==> src/design/ttr_pkg.sv <==
// Overview of operation
// - Mode byte 0xFF selects table travel behaviour
// - Bit 4: single block or linked sequence
// - Bit 6: start from select or last block
// - Bit 9 rising starts; low stops on ramp
// - Bits 15:11 give block n, start n+1
// - Block number captured only at start edge
// - Halt decelerates block; clearing halt resumes it
// - Status bit 8 high while block runs
// - Sequence ends at next setting 0,-1,-2,-3
// - Active block object shows executing block
// - Resume plus new start edge restarts interrupted
// - No resumable block: fall back to select
// - Resume object reads -1 unless interrupted
// - Target reached: window, or halted at standstill
// - Status bit 12: gear used and coupled
// - Start and stop only in operation enabled
package ttr_pkg;

  // ----------------------------------------------------------------
  // Word layout
  // ----------------------------------------------------------------
  localparam int CW_W      = 16;
  localparam int CW_SEQ    = 4;
  localparam int CW_RES    = 6;
  localparam int CW_HALT   = 8;
  localparam int CW_START  = 9;
  localparam int CW_SEL_LO = 11;
  localparam int SEL_W     = 5;
  localparam int SW_BIP    = 8;
  localparam int SW_TGT    = 10;
  localparam int SW_GEAR   = 12;
  localparam int SW_FERR   = 13;
  localparam int BLK_W     = 8;

  // ----------------------------------------------------------------
  // Values
  // ----------------------------------------------------------------
  localparam logic [3:0]       CW_OPEN_NIB  = 4'hf;
  localparam logic [7:0]       MODE_TTR     = 8'hff;
  localparam logic [7:0]       BLK_NONE     = 8'hff;
  localparam logic [7:0]       BLK_FIRST    = 8'h01;
  localparam logic signed [7:0] NB_END      = 8'sh00;
  localparam logic signed [7:0] NB_ERR      = 8'shff;
  localparam logic signed [7:0] NB_STOP_ERR = 8'shfe;
  localparam logic signed [7:0] NB_QSTP_ERR = 8'shfd;
  localparam logic [15:0]      CW_RST       = 16'h0000;
  localparam logic [15:0]      SW_RST       = 16'h0000;
  localparam logic [7:0]       MODE_RST     = 8'h00;

  // ----------------------------------------------------------------
  // Types
  // ----------------------------------------------------------------
  typedef enum logic [1:0] {ST_IDLE, ST_RUN, ST_HALT, ST_STOP} ttr_state_t;

  typedef struct packed {
    logic             run;
    logic             load;
    logic [7:0]       blk;
    logic             ramp_stop;
    logic             halt;
  } ttr_mcmd_t;

  typedef struct packed {
    logic             done;
    logic signed [7:0] next_blk;
    logic             vel_zero;
    logic             in_window;
    logic             pos_blk;
  } ttr_meng_t;

  localparam ttr_mcmd_t MCMD_RST = '{run: 1'b0, load: 1'b0, blk: 8'h00,
                                     ramp_stop: 1'b0, halt: 1'b0};

endpackage

==> src/design/ttr_sync3.sv <==
`timescale 1ns/1ns
module ttr_sync3 import ttr_pkg::*; #(
  parameter int W = 2
) (
  // Clock and reset
  input  wire logic         clk_sys,
  input  wire logic         rst,
  // Raw and filtered levels
  input  wire logic [W-1:0] din,
  output logic      [W-1:0] dout
);

  logic [W-1:0] s1_r;
  logic [W-1:0] s2_r;
  logic [W-1:0] s3_r;
  wire  [W-1:0] agree = ~(s2_r ^ s3_r);

  if (W < 1) begin : g_chk
    $error("ttr_sync3 needs W of at least 1");
  end

  // A bit only moves once the last two stages agree
  always_ff @(posedge clk_sys or posedge rst) begin
    if (rst) begin
      s1_r <= '0;
      s2_r <= '0;
      s3_r <= '0;
      dout <= '0;
    end else begin
      s1_r <= din;
      s2_r <= s1_r;
      s3_r <= s2_r;
      dout <= (dout & ~agree) | (s3_r & agree);
    end
  end

endmodule // ttr_sync3

==> src/design/ttr_blk_pick.sv <==
`timescale 1ns/1ns
module ttr_blk_pick import ttr_pkg::*; #(
  parameter int SW = SEL_W
) (
  // Command fields
  input  wire logic [SW-1:0]    sel,
  input  wire logic             resume_req,
  // Resume store
  input  wire logic             resume_ok,
  input  wire logic [BLK_W-1:0] resume_blk,
  // Chosen block
  output logic      [BLK_W-1:0] blk,
  output logic                  used_resume
);

  if (SW < 1 || SW >= BLK_W) begin : g_chk
    $error("ttr_blk_pick select width does not fit block width");
  end

  wire [BLK_W-1:0] sel_blk = BLK_W'(sel) + BLK_FIRST;

  assign used_resume = resume_req & resume_ok;
  assign blk         = used_resume ? resume_blk : sel_blk;

endmodule // ttr_blk_pick

==> src/design/ttr_ctrl.sv <==
`timescale 1ns/1ns
module ttr_ctrl import ttr_pkg::*; (
  // Clock and reset
  input  wire logic             clk_sys,
  input  wire logic             rst,
  // Field bus objects
  input  wire logic [CW_W-1:0]  drive_command_word,
  input  wire logic [7:0]       mode_sel,
  output logic      [CW_W-1:0]  drive_state_word,
  output logic      [BLK_W-1:0] active_blk,
  output logic      [BLK_W-1:0] resume_blk,
  // Power state bits from the drive state machine
  input  wire logic [7:0]       power_stat,
  // Motion engine
  input  wire ttr_meng_t        meng,
  output ttr_mcmd_t             mcmd,
  // Gear and following error
  input  wire logic             gear_used,
  input  wire logic             gear_cpl_pin,
  input  wire logic             ferr_pin
);

  // ----------------------------------------------------------------
  // Command capture
  // ----------------------------------------------------------------
  logic [CW_W-1:0] ctl_r;
  logic [CW_W-1:0] ctl_q;
  logic [7:0]      mode_r;

  always_ff @(posedge clk_sys or posedge rst) begin
    if (rst) begin
      ctl_r  <= CW_RST;
      ctl_q  <= CW_RST;
      mode_r <= MODE_RST;
    end else begin
      ctl_r  <= drive_command_word;
      ctl_q  <= ctl_r;
      mode_r <= mode_sel;
    end
  end

  wire             mode_ok    = (mode_r == MODE_TTR);
  wire             op_en      = mode_ok && (ctl_r[3:0] == CW_OPEN_NIB);
  wire             trig_lvl   = ctl_r[CW_START];
  wire             start_rise = ctl_r[CW_START] & ~ctl_q[CW_START];
  wire             halt_lvl   = ctl_r[CW_HALT];
  wire             seq_lvl    = ctl_r[CW_SEQ];
  wire             res_lvl    = ctl_r[CW_RES];
  wire [SEL_W-1:0] sel        = ctl_r[CW_SEL_LO +: SEL_W];

  // ----------------------------------------------------------------
  // Pin filters
  // ----------------------------------------------------------------
  logic [1:0] pins_s;

  ttr_sync3 #(.W(2)) u_sync (
    .clk_sys (clk_sys),
    .rst     (rst),
    .din     ({gear_cpl_pin, ferr_pin}),
    .dout    (pins_s)
  );

  wire gear_cpl_s = pins_s[1];
  wire ferr_s     = pins_s[0];

  // ----------------------------------------------------------------
  // Start block choice
  // ----------------------------------------------------------------
  logic             resume_ok_r;
  logic [BLK_W-1:0] resume_blk_r;
  logic [BLK_W-1:0] pick_blk;
  logic             pick_res;

  ttr_blk_pick #(.SW(SEL_W)) u_pick (
    .sel         (sel),
    .resume_req  (res_lvl),
    .resume_ok   (resume_ok_r),
    .resume_blk  (resume_blk_r),
    .blk         (pick_blk),
    .used_resume (pick_res)
  );

  // ----------------------------------------------------------------
  // Sequencer
  // ----------------------------------------------------------------
  ttr_state_t       state_r;
  ttr_state_t       state_nxt;
  logic [BLK_W-1:0] blk_r;
  logic [BLK_W-1:0] blk_nxt;
  logic             seq_run_r;
  logic             seq_run_nxt;
  logic             load_nxt;

  // Any setting above zero links on; zero and the error codes end it
  wire next_link  = (meng.next_blk > NB_END);
  wire keep_going = op_en && trig_lvl;
  wire begin_blk  = op_en && start_rise;

  always_comb begin
    state_nxt   = state_r;
    blk_nxt     = blk_r;
    seq_run_nxt = seq_run_r;
    load_nxt    = 1'b0;
    unique case (state_r)
      ST_IDLE: begin
        if (begin_blk) begin
          state_nxt   = ST_RUN;
          blk_nxt     = pick_blk;
          seq_run_nxt = seq_lvl;
          load_nxt    = 1'b1;
        end
      end
      ST_RUN: begin
        if (!keep_going) begin
          state_nxt = ST_STOP;
        end else if (halt_lvl) begin
          state_nxt = ST_HALT;
        end else if (meng.done) begin
          if (seq_run_r && next_link) begin
            blk_nxt  = BLK_W'(meng.next_blk);
            load_nxt = 1'b1;
          end else begin
            state_nxt = ST_IDLE;
          end
        end
      end
      ST_HALT: begin
        if (!keep_going) begin
          state_nxt = ST_STOP;
        end else if (!halt_lvl) begin
          state_nxt = ST_RUN;
        end
      end
      ST_STOP: begin
        // A new start waits until the axle stands still
        if (meng.vel_zero) begin
          state_nxt = ST_IDLE;
        end
      end
    endcase
  end

  always_ff @(posedge clk_sys or posedge rst) begin
    if (rst) begin
      state_r   <= ST_IDLE;
      blk_r     <= BLK_NONE;
      seq_run_r <= 1'b0;
    end else begin
      state_r   <= state_nxt;
      blk_r     <= blk_nxt;
      seq_run_r <= seq_run_nxt;
    end
  end

  // ----------------------------------------------------------------
  // Resume store
  // ----------------------------------------------------------------
  // Only a ramp stop, from the start bit or operation enabled dropping, makes a block resumable
  wire interrupt = (state_r == ST_RUN || state_r == ST_HALT) && (state_nxt == ST_STOP);
  wire finished  = (state_r == ST_RUN) && (state_nxt == ST_IDLE);

  always_ff @(posedge clk_sys or posedge rst) begin
    if (rst) begin
      resume_ok_r  <= 1'b0;
      resume_blk_r <= BLK_NONE;
    end else if (interrupt) begin
      resume_ok_r  <= 1'b1;
      resume_blk_r <= blk_r;
    end else if (load_nxt && state_r == ST_IDLE) begin
      resume_ok_r  <= 1'b0;
    end else if (finished) begin
      resume_ok_r  <= 1'b0;
    end
  end

  // ----------------------------------------------------------------
  // Target reached
  // ----------------------------------------------------------------
  logic pos_tgt_r;
  // Engine status still shows the old block while a load is handed over
  wire  pos_hit = (state_r == ST_RUN) && meng.pos_blk && meng.in_window && !mcmd.load;

  always_ff @(posedge clk_sys or posedge rst) begin
    if (rst) begin
      pos_tgt_r <= 1'b0;
    end else if (pos_hit) begin
      pos_tgt_r <= 1'b1;
    end else if (load_nxt || mcmd.load) begin
      pos_tgt_r <= 1'b0;
    end
  end

  wire tgt_nxt = halt_lvl ? meng.vel_zero : (pos_tgt_r | pos_hit);

  // ----------------------------------------------------------------
  // Published words
  // ----------------------------------------------------------------
  logic [CW_W-1:0] sw_nxt;

  always_comb begin
    sw_nxt          = SW_RST;
    sw_nxt[7:0]     = power_stat;
    sw_nxt[SW_BIP]  = (state_nxt != ST_IDLE);
    sw_nxt[SW_TGT]  = tgt_nxt;
    sw_nxt[SW_GEAR] = gear_used & gear_cpl_s;
    sw_nxt[SW_FERR] = ferr_s;
  end

  wire [BLK_W-1:0] act_nxt = (state_nxt != ST_IDLE) ? blk_nxt : BLK_NONE;
  wire [BLK_W-1:0] res_nxt = resume_ok_r ? resume_blk_r : BLK_NONE;

  ttr_mcmd_t mcmd_nxt;

  always_comb begin
    mcmd_nxt           = MCMD_RST;
    mcmd_nxt.run       = (state_nxt == ST_RUN);
    mcmd_nxt.load      = load_nxt;
    mcmd_nxt.blk       = blk_nxt;
    mcmd_nxt.ramp_stop = (state_nxt == ST_STOP);
    mcmd_nxt.halt      = (state_nxt == ST_HALT);
  end

  always_ff @(posedge clk_sys or posedge rst) begin
    if (rst) begin
      drive_state_word <= SW_RST;
      active_blk       <= BLK_NONE;
      resume_blk       <= BLK_NONE;
      mcmd             <= MCMD_RST;
    end else begin
      drive_state_word <= sw_nxt;
      active_blk       <= act_nxt;
      resume_blk       <= res_nxt;
      mcmd             <= mcmd_nxt;
    end
  end

  wire idle_go = (state_r == ST_IDLE) && op_en && start_rise;
endmodule // ttr_ctrl

==> config.mk <==
export PLATFORM = sky130hd
export DESIGN_NAME = ttr_ctrl
export DESIGN_NICKNAME = d
export VERILOG_FILES = /design/src/design/ttr_pkg.sv /design/src/design/ttr_sync3.sv /design/src/design/ttr_blk_pick.sv /design/src/design/ttr_ctrl.sv
export SDC_FILE = /design/constraint.sdc
export NUM_CORES = 1
export LEC_CHECK = 0
export ABC_CLOCK_PERIOD_IN_PS = 5000
export BUFFER_PORTS_ARGS = -buffer_cell sky130_fd_sc_hd__buf_4
export CORE_UTILIZATION = 55
export CTS_CLUSTER_SIZE = 12
export DETAILED_ROUTE_END_ITERATION = 10
export PLACE_DENSITY = 0.95
export SLEW_MARGIN = 5
export SYNTH_ARGS = -nofsm -noshare
export SYNTH_HDL_FRONTEND = slang
export SYNTH_SLANG_ARGS = --single-unit
==> constraint.sdc <==
create_clock -name clk_sys -period 5 [get_ports clk_sys]
set_clock_uncertainty 0.2 [all_clocks]
set_input_delay 0.25 -clock clk_sys [delete_from_list [all_inputs] [get_ports clk_sys]]
set_output_delay 0.25 -clock clk_sys [all_outputs]
set_load 0.03 [all_outputs]
==> results.py, run 1 <==
metrics = {
    "setup_path": {
        "critPathRequiredTime_ns": 5.08,
        "path_class": "input pin to flop",
        "crit_path_end_kind": "flop",
        "worstPathArrival_ns": 3.15,
        "cp_max_fo": 8,
        "start_kind": "input pin",
    },
    "route": {
        "drt-wirelength-per-cell_um": 16.3,
        "vias": 2248,
        "wl_um": 6970,
        "route.detailed.drc": 0,
        "detail_route.first_pass.iterations": 4,
        "drt-initial-drc-count": 146,
        "ant_nets": 0,
        "post_drt_via_cell_ratio": 5.26,
    },
    "die": {
        "pin_count": 93,
        "core_sq_um": 5610,
        "die_y_um": 78.8,
        "die-area_sq_um": 6210,
        "initial_utilization": 0.579,
        "die_w_um": 78.8,
        "row_count": 27,
    },
    "pwr": {
        "p_per_area_nw_per_um2": 461,
        "p_total_mw": 2.08,
        "p_leak_nw": 2.12,
        "ir_drop_v": 0.000296,
    },
    "synth": {
        "synth-xor-area-share": 0.00810,
        "yosysTopAreaCell": "dfrtp_1",
        "postSynthAreaPerCell_sq_um": 14.6,
        "ys_top_cells_by_area": "dfrtp_1, dfstp_2, mux2_4",
        "synth_top_family_by_area": "simple AND/OR/NAND/NOR gates",
        "synth_area_sq_um": 3240,
        "synthAdderAreaFrac": 0.0255,
        "synth_ff_type": "dfrtp_1",
        "synthSimpleGateAreaFrac": 0.109,
        "synth_async_sr_flop_share": 1.00,
        "ys_warn_count": 0,
        "ys_seq_elements": 91,
        "synthMuxAreaShare": 0.0370,
        "synth_cell_type_count": 46,
        "synth_top_area_frac": 0.455,
        "synth-edff-count": 0,
        "synth_cells": 222,
        "synth_compound_area_frac": 0.0806,
        "synth-seq-area-share": 0.714,
    },
    "placement": {
        "portBuffers": 85,
        "dp_hpwl_um": 4460,
        "routabilityCongestion": 0.825,
    },
    "final_layout": {
        "n_antenna_cell": 0,
        "area_growth_pct": 38.9,
        "drive_above_1_share": 0.417,
        "final_nets": 404,
    },
    "clocking": {
        "post_cts_buffers": 0,
        "numClockSinks": 91,
        "post_cts_resized": 0,
        "htreeDepth": 3,
        "cts_buffers": 9,
        "clk_latency_ns": 0.35,
        "cts_root_buf": "clkbuf_8",
        "clkTransAtPathRegs_ns": 0.09,
        "cts.path.max_buffers": 2,
        "cts_tree": "yes",
    },
    "timing": {
        "finalCritPeriodShare": 0.613,
        "tightest_slew_ns": 0.710,
        "whs_ns": -0.00101,
        "hold_viol": 1,
        "max-slew-margin-rel": 0.524,
        "tns_ns": 0,
        "setup_violations": 0,
        "rsz0062_at_grt": "false",
        "fin_crit_ns": 3.07,
        "fmax_ghz": 0.326,
        "finalMaxSlewViolations": 0,
    },
    "global_route": {
        "grt_antenna_before_repair": 0,
        "grt_usage": 0.241,
        "first_global_vias": 2342,
        "gr-total-overflow": 0,
        "grt_first_pass_wirelength_um": 10900,
        "grt_max_degree": 48,
    },
    "run_status": {
        "outcome": "complete, but fails checks",
        "violations": "hold timing",
    },
    "hold_path": {
        "hp-class": "input pin to flop",
    },
    "run": {
        "maxCapViolCount": 0,
    },
}
## through the flow
step	area [sq um]	cells	hold slack [ns]	utilization	setup slack, ns
floorplan	3260	225	0.0814	-	2.24
global placement	3940	376	0.134	0.703	2.46
detailed placement	3940	376	0.135	0.703	2.31
CTS	4510	427	0.000735	0.803	2.08
global route	4510	427	0.0442	0.803	1.80
finish	4510	427	-0.00101	0.803	1.93
## report_power, final
group | internal (mW) | switching (mW)
Sequential | 0.865 | 0.0519
Combinational | 0.250 | 0.396
Clock | 0.276 | 0.238
Total | 1.39 | 0.686
## Yosys cell counts, types with 4 or more instances
cell	number
a211oi_1	4
and2_1	5
buf_4	4
nor2_1	9
a221o_1	5
nand2_1	15
ha_1	5
dfrtp_1	59
o21ai_0	4
mux2_4	8
inv_1	6
nor2b_1	4
dfstp_2	32
nand2b_1	15
nand3_1	6
## what timing repair did
item | in CTS | in global routing
setup endpoints to repair | 0 | 0
hold endpoints to repair | 59 | 0
hold buffers | 35 | 0
## final cells by class
type | instances | area, sq um
Sequential cell | 91 | 2320
Fill cell | 309 | 1100
Timing Repair Buffer | 121 | 996
Multi-Input combinational cell | 119 | 858
Clock buffer | 13 | 170
Tap cell | 72 | 90.1
Clock inverter | 3 | 42.5
Inverter | 8 | 31.3
## cell usage in the layout, fill, tap and decap left out, types with 4 or more instances in the layout
| master | instances |
|---|---|
| clkbuf_8 | 10 |
| nand3_1 | 6 |
| inv_1 | 5 |
| conb_1 | 4 |
| dlygate4sd3_1 | 35 |
| ha_1 | 5 |
| dfrtp_1 | 59 |
| nand2_1 | 15 |
| o21ai_0 | 4 |
| a221o_1 | 5 |
| mux2_4 | 8 |
| nor2_1 | 9 |
| a211oi_1 | 4 |
| nor2b_1 | 4 |
| nand2b_1 | 15 |
| and2_1 | 5 |
| dfstp_2 | 32 |
| buf_4 | 86 |
## path summary, 6_finish.rpt
| check | to | slack (ns) | cells after the start | start |
|---|---|---|---|---|
| worst max-delay path | active_blk[1]$_DFF_PP1_ | 1.93 | 8 | meng[7] |
| worst min-delay path | pos_tgt_r$_DFFE_PP0P_ | -0.001 | 3 | meng[0] |
| worst max register to register | mcmd[7]$_DFF_PP0_ | 2.25 | 7 | state_r[1]$_DFF_PP0_ |
| worst min register to register | u_sync.s2_r[0]$_DFF_PP0_ | 0.15 | 0 | u_sync.s1_r[0]$_DFF_PP0_ |
| max in group asynchronous | blk_r[6]$_DFF_PP1_ | 3.23 | 4 | rst |
| min in group asynchronous | drive_state_word[2]$_DFF_PP0_ | 0.35 | 3 | rst |
## state kept, by name (all words and copies together) (netlist names), named ones only
name	cells
ctl_r	13
drive_state_word	12
mcmd	12
active_blk	8
blk_r	8
mode_r	8
resume_blk	8
resume_blk_r	8
state_r	2
u_sync.s1_r	2
u_sync.s2_r	2
u_sync.s3_r	2
ctl_q	1
pos_tgt_r	1
resume_ok_r	1
seq_run_r	1
## routing by layer
layer  part of all wire  up-vias  routed length, um  GRT usage
met5                  0        -                  0          0
met4              0.024        0                165      0.122
met3              0.065       17                455     0.0437
met2               0.54      103               3730      0.430
met1               0.38     1110               2620      0.276
li1                   -     1018                  -          -
## logic make-up (layout without fill, tap and decap cells)
kind of cell / count (synthesis) / after routing
AND/OR/NAND/NOR: 64 / 64
XOR/XNOR: 3 / 3
flip-flops: 91 / 91
multiplexers: 8 / 8
AO/OA/AOI/OAI: 33 / 33
other: 1 / 4
adder cells (fa/ha/maj): 7 / 7
buffers and inverters: 15 / 145
## critical path, stage by stage
cell           delay (ns)
dlygate4sd3_1        0.54
buf_4                0.14
nor4_1               0.59
a21oi_1              0.19
and4_1               0.36
o21ai_1              0.62
a221o_1              0.33
nand2b_1             0.13
(Power assumes the default switching activity.)
==> run 2, diff against run 1 <==
--- a/config.mk
+++ b/config.mk
@@ -5,12 +5,12 @@
 export SDC_FILE = /design/constraint.sdc
 export NUM_CORES = 1
 export LEC_CHECK = 0
-export ABC_CLOCK_PERIOD_IN_PS = 5000
+export ABC_CLOCK_PERIOD_IN_PS = 2500
 export BUFFER_PORTS_ARGS = -buffer_cell sky130_fd_sc_hd__buf_4
-export CORE_UTILIZATION = 55
+export CORE_UTILIZATION = 46
 export CTS_CLUSTER_SIZE = 12
 export DETAILED_ROUTE_END_ITERATION = 10
-export PLACE_DENSITY = 0.95
+export PLACE_DENSITY = 0.86
 export SLEW_MARGIN = 5
 export SYNTH_ARGS = -nofsm -noshare
 export SYNTH_HDL_FRONTEND = slang
==> constraint.sdc (replaced) <==
create_clock -name clk_sys -period 2.5 [get_ports clk_sys]
set_clock_uncertainty 0.2 [all_clocks]
set_input_delay 0.125 -clock clk_sys [delete_from_list [all_inputs] [get_ports clk_sys]]
set_output_delay 0.125 -clock clk_sys [all_outputs]
set_load 0.03 [all_outputs]
==> run 2 against run 1 <==
  * The flow now finishes without violations
  * Routed wire length shrank 1.5%
  * Core utilization shrank 11 points
  * Largest power group unchanged
  * Worst hold slack gained 0.16 ns
  * Die area grew 19%
  * Sequential share of layout area shrank 2.5 points
  * Final cell count grew 9.4%
  * Count of clock-buffer cells in the layout shrank 1
  * Total power grew 110%
  * Critical endpoint is now resume_blk_r[6]$_DFFE_PP1P_
  * Non-clock buffer count grew 16
  * Global-route usage shrank 4.2 points
==> results.py, run 2 (synthesis results as in run 1) <==
metrics = {
    "die": {
        "core_sq_um": 6790,
        "die-area_sq_um": 7390,
        "die_y_um": 86.0,
        "initial_utilization": 0.478,
        "row_count": 30,
        "pin_count": 93,
        "die_w_um": 86.0,
    },
    "timing": {
        "hold_viol": 0,
        "fmax_ghz": 0.415,
        "rsz0062_at_grt": "false",
        "whs_ns": 0.155,
        "finalCritPeriodShare": 0.965,
        "tns_ns": 0,
        "fin_crit_ns": 2.41,
        "finalMaxSlewViolations": 0,
        "setup_violations": 0,
    },
    "hold_path": {
        "hp-class": "flop to flop",
        "holdPathStages": 0,
    },
    "setup_path": {
        "start_kind": "flop",
        "rrSetupSlack_ns": 0.09,
        "reg2regPathDepth": 7,
        "path_class": "flop to flop",
        "cp_max_fo": 8,
        "worstPathArrival_ns": 2.49,
        "crit_path_end_kind": "flop",
        "critPathRequiredTime_ns": 2.58,
    },
    "placement": {
        "placed_area_sq_um": 4040,
        "routabilityCongestion": 0.853,
        "portBuffers": 85,
        "dp_hpwl_um": 4310,
    },
    "route": {
        "drt-wirelength-per-cell_um": 14.7,
        "vias": 2270,
        "post_drt_via_cell_ratio": 4.86,
        "wl_um": 6870,
        "route.detailed.drc": 0,
        "detail_route.first_pass.iterations": 4,
        "drt-initial-drc-count": 133,
        "ant_nets": 0,
    },
    "global_route": {
        "grt_first_pass_wirelength_um": 11100,
        "grt_antenna_before_repair": 0,
        "gr-total-overflow": 0,
        "first_global_vias": 2354,
        "grt_usage": 0.199,
        "grt_max_degree": 92,
    },
    "final_layout": {
        "finalInstanceArea_sq_um": 4730,
        "regMostFlops": "ctl_r",
        "final_cell_mix": "buf_4, dfrtp_1, dlygate4sd3_1",
        "largest_reg_flops": 13,
        "area_growth_pct": 45.9,
        "fillers": 472,
        "final_nets": 420,
        "final_util": 0.697,
        "n_antenna_cell": 0,
        "reg_top3": "ctl_r (13), drive_state_word (12), mcmd (12)",
        "final_common_cell": "buf_4",
        "drive_above_1_share": 0.437,
    },
    "clocking": {
        "cts_buffers": 9,
        "clk_latency_ns": 0.35,
        "cts_tree": "yes",
        "post_cts_buffers": 0,
        "cts_root_buf": "clkbuf_8",
        "cts.path.max_buffers": 2,
        "clkTransAtPathRegs_ns": 0.08,
        "numClockSinks": 91,
        "htreeDepth": 3,
    },
    "run": {
        "maxCapViolCount": 0,
    },
    "pwr": {
        "p_per_area_nw_per_um2": 908,
        "ir_drop_v": 0.000550,
        "p_leak_nw": 2.20,
    },
    "run_status": {
        "outcome": "finished clean",
    },
}
run 2: metal layers:
metal | wire length, um | share of wire | global-route usage | vias up
li1 | - | - | - | 1051
met2 | 3690 | 0.54 | 0.361 | 77
met4 | 124 | 0.018 | 0.0682 | 0
met5 | 0 | 0 | 0 | -
met1 | 2710 | 0.39 | 0.228 | 1132
met3 | 355 | 0.052 | 0.0491 | 10
run 2: power breakdown:
part | internal [mW] | total (mW) | leakage [nW] | switching (mW)
sequential | 1.73 | 1.84 | 1.04 | 0.106
clock | 0.592 | 1.07 | 0.111 | 0.483
combinational | 0.577 | 1.39 | 1.05 | 0.811
run 2: what timing repair did:
item,CTS,global route
setup endpoints to repair,0,13
resized for setup,0,7
hold buffers,44,0
endpoints found under the hold margin,113,0
run 2: metrics by stage:
stage	power (mW)	instances	setup slack, ns
after floorplan	2.72	225	0.150
after global placement	3.12	407	0.0919
after detailed placement	3.15	407	0.0557
after CTS	4.27	467	0.0151
after global routing	4.50	467	0.0152
final	4.30	467	0.0878
run 2: final timing paths:
check,from,endpoint
max in group asynchronous,rst,active_blk[5]$_DFF_PP1_
min reg2reg,u_sync.s1_r[1]$_DFF_PP0_,u_sync.s2_r[1]$_DFF_PP0_
min in group asynchronous,rst,mcmd[3]$_DFF_PP0_
min,u_sync.s1_r[1]$_DFF_PP0_,u_sync.s2_r[1]$_DFF_PP0_
max reg2reg,ctl_r[9]$_DFF_PP0_,resume_blk_r[6]$_DFFE_PP1P_
max,ctl_r[9]$_DFF_PP0_,resume_blk_r[6]$_DFFE_PP1P_
run 2: area by class of cell:
class                      instances  area [sq um]  share of cell area
clock buffer                      12           145              0.0307
clock inverter                     4          73.8              0.0156
tap                               96           120              0.0254
sequential                        91          2320               0.490
timing repair buffer             137          1150               0.243
multi-input combinational        119           892               0.188
inverter                           8          33.8             0.00714
run 2: worst max-delay path: stages, from the launching register on:
cell     delay [ns]
dfrtp_1        0.37
nand4_1        0.14
or4_4          0.61
o21ai_2        0.18
o32ai_2        0.12
inv_2          0.11
and3_4         0.30
mux2_4         0.31
==> run 3, diff against run 2 <==
==> constraint.sdc (replaced) <==
create_clock -name clk_sys -period 2.5 [get_ports clk_sys]
set_clock_uncertainty 0.2 [all_clocks]
set_input_delay 0.5 -clock clk_sys [delete_from_list [all_inputs] [get_ports clk_sys]]
set_output_delay 0.5 -clock clk_sys [all_outputs]
set_load 0.03 [all_outputs]
==> run 3 against run 2 <==
  * Combinational power rose by 4%
  * Count of clock-buffer cells in the layout did not move
  * Non-clock buffer count fell by 34
==> results.py, run 3 (synthesis results as in run 1) <==
metrics = {
    "setup_path": {
        "max_stage_delay_ns": 0.52,
        "start_kind": "flop",
        "critPathBufInv": 2,
        "crit_chain": "nand4_1, or4_4, o21ai_4, o32ai_2, buf_4, inv_2, and3_4, mux2_4",
        "path_class": "flop to flop",
        "cp_top_family": "simple AND/OR/NAND/NOR gates",
        "cp_max_fo": 8,
        "crit_path_end_kind": "flop",
        "critPathRequiredTime_ns": 2.59,
        "worstPathArrival_ns": 2.51,
        "slowest_stage": "or4_4",
    },
    "final_layout": {
        "largest_reg_flops": 13,
        "drive_above_1_share": 0.507,
        "final_common_cell": "buf_4",
        "fillers": 514,
        "area_growth_pct": 34.0,
        "n_antenna_cell": 0,
        "finalInstanceArea_sq_um": 4350,
        "final_nets": 386,
        "final_cell_mix": "buf_4, dfrtp_1, dfstp_2",
        "final_util": 0.640,
        "reg_top3": "ctl_r (13), drive_state_word (12), mcmd (12)",
        "regMostFlops": "ctl_r",
    },
    "clocking": {
        "cts_tree": "yes",
        "htreeDepth": 3,
        "cts_buffers": 9,
        "cts.path.max_buffers": 2,
        "numClockSinks": 91,
        "cts_root_buf": "clkbuf_8",
        "clk_latency_ns": 0.35,
        "clkTransAtPathRegs_ns": 0.09,
    },
    "hold_path": {
        "hp-class": "input pin to asynchronous set/reset pin",
    },
    "die": {
        "pin_count": 93,
        "core_sq_um": 6790,
        "die_w_um": 86.0,
        "die_y_um": 86.0,
        "initial_utilization": 0.478,
        "row_count": 30,
        "die-area_sq_um": 7390,
    },
    "global_route": {
        "first_global_vias": 2102,
        "grt_antenna_before_repair": 0,
        "grt_usage": 0.183,
        "gr-total-overflow": 0,
        "grt_max_degree": 32,
        "grt_first_pass_wirelength_um": 10000,
    },
    "run": {
        "maxCapViolCount": 0,
    },
    "placement": {
        "dp_hpwl_um": 4640,
        "portBuffers": 85,
        "placed_area_sq_um": 4100,
        "routabilityCongestion": 0.854,
    },
    "timing": {
        "fmax_ghz": 0.412,
        "hold_viol": 0,
        "setup_violations": 0,
        "finalMaxSlewViolations": 0,
        "max-slew-margin-rel": 0.554,
        "fin_crit_ns": 2.43,
        "tightest_slew_ns": 0.668,
        "finalCritPeriodShare": 0.971,
        "tns_ns": 0,
    },
    "route": {
        "drt-initial-drc-count": 145,
        "detail_route.first_pass.iterations": 4,
        "drt-wirelength-per-cell_um": 14.7,
        "vias": 2123,
        "post_drt_via_cell_ratio": 4.90,
        "ant_nets": 0,
        "route.detailed.drc": 0,
        "wl_um": 6380,
    },
    "run_status": {
        "outcome": "finished clean",
    },
    "pwr": {
        "p_per_area_nw_per_um2": 974,
        "ir_drop_v": 0.000441,
        "p_total_mw": 4.23,
        "p_leak_nw": 2.05,
    },
}
## run 3: cell type report
| cell class | count | area [sq um] | share of cell area |
|---|---|---|---|
| Multi-Input combinational cell | 119 | 891 | 0.205 |
| Sequential cell | 91 | 2320 | 0.533 |
| Tap cell | 96 | 120 | 0.0276 |
| Clock inverter | 4 | 31.3 | 0.00720 |
| Timing Repair Buffer | 103 | 786 | 0.181 |
| Inverter | 8 | 33.8 | 0.00777 |
| Clock buffer | 12 | 166 | 0.0383 |
## run 3: worst reg2reg max path: cells and delay by family (launching register included)
family	cells	cell delay [ns]
and+or+nand+nor	3	1.02
DFF	1	0.36
AOI/OAI and AO/OA	2	0.27
muxes	1	0.33
buffers and inverters	2	0.20
## run 3: power breakdown
group,internal [mW],leakage (nW),switching [mW]
Sequential,1.73,1.04,0.0937
Clock,0.453,0.0904,0.504
Combinational,0.623,0.920,0.830
Total,2.81,2.05,1.43
## run 3: worst paths after layout
| check | from | to | slack, ns | cells after the start |
|---|---|---|---|---|
| setup / recovery | mode_r[7]$_DFF_PP0_ | resume_blk_r[1]$_DFFE_PP1P_ | 0.07 | 8 |
| hold / removal | rst | mcmd[5]$_DFF_PP0_ | 0.04 | 2 |
| setup reg to reg | mode_r[7]$_DFF_PP0_ | resume_blk_r[1]$_DFFE_PP1P_ | 0.07 | 8 |
| hold reg to reg | u_sync.s1_r[1]$_DFF_PP0_ | u_sync.s2_r[1]$_DFF_PP0_ | 0.15 | 0 |
| max in group asynchronous | rst | resume_blk_r[3]$_DFFE_PP1P_ | 1.40 | 3 |
| min in group clk_sys | drive_command_word[13] | ctl_r[13]$_DFF_PP0_ | 0.04 | 1 |
## run 3: through the flow
stage	setup WS, ns	std cells	hold slack, ns
2_1_floorplan	0.114	225	0.131
3_3_place_gp	-0.103	415	0.133
3_5_place_dp	-0.111	415	0.137
4_1_cts	0.0292	431	0.0244
5_1_grt	-0.00592	433	0.0222
6_report	0.0737	433	0.0356
## run 3: per-layer routing
| layer | share of wire | track usage |
|---|---|---|
| met5 | 0 | 0 |
| met4 | 0.024 | 0.0955 |
| met3 | 0.066 | 0.0452 |
| met2 | 0.51 | 0.299 |
| met1 | 0.40 | 0.225 |
## run 3: what timing repair did
item	CTS	global route
hold buffers	0	0
pin swaps	0	1
setup endpoints to repair	7	21
buffers inserted	0	2
resized for setup	2	6
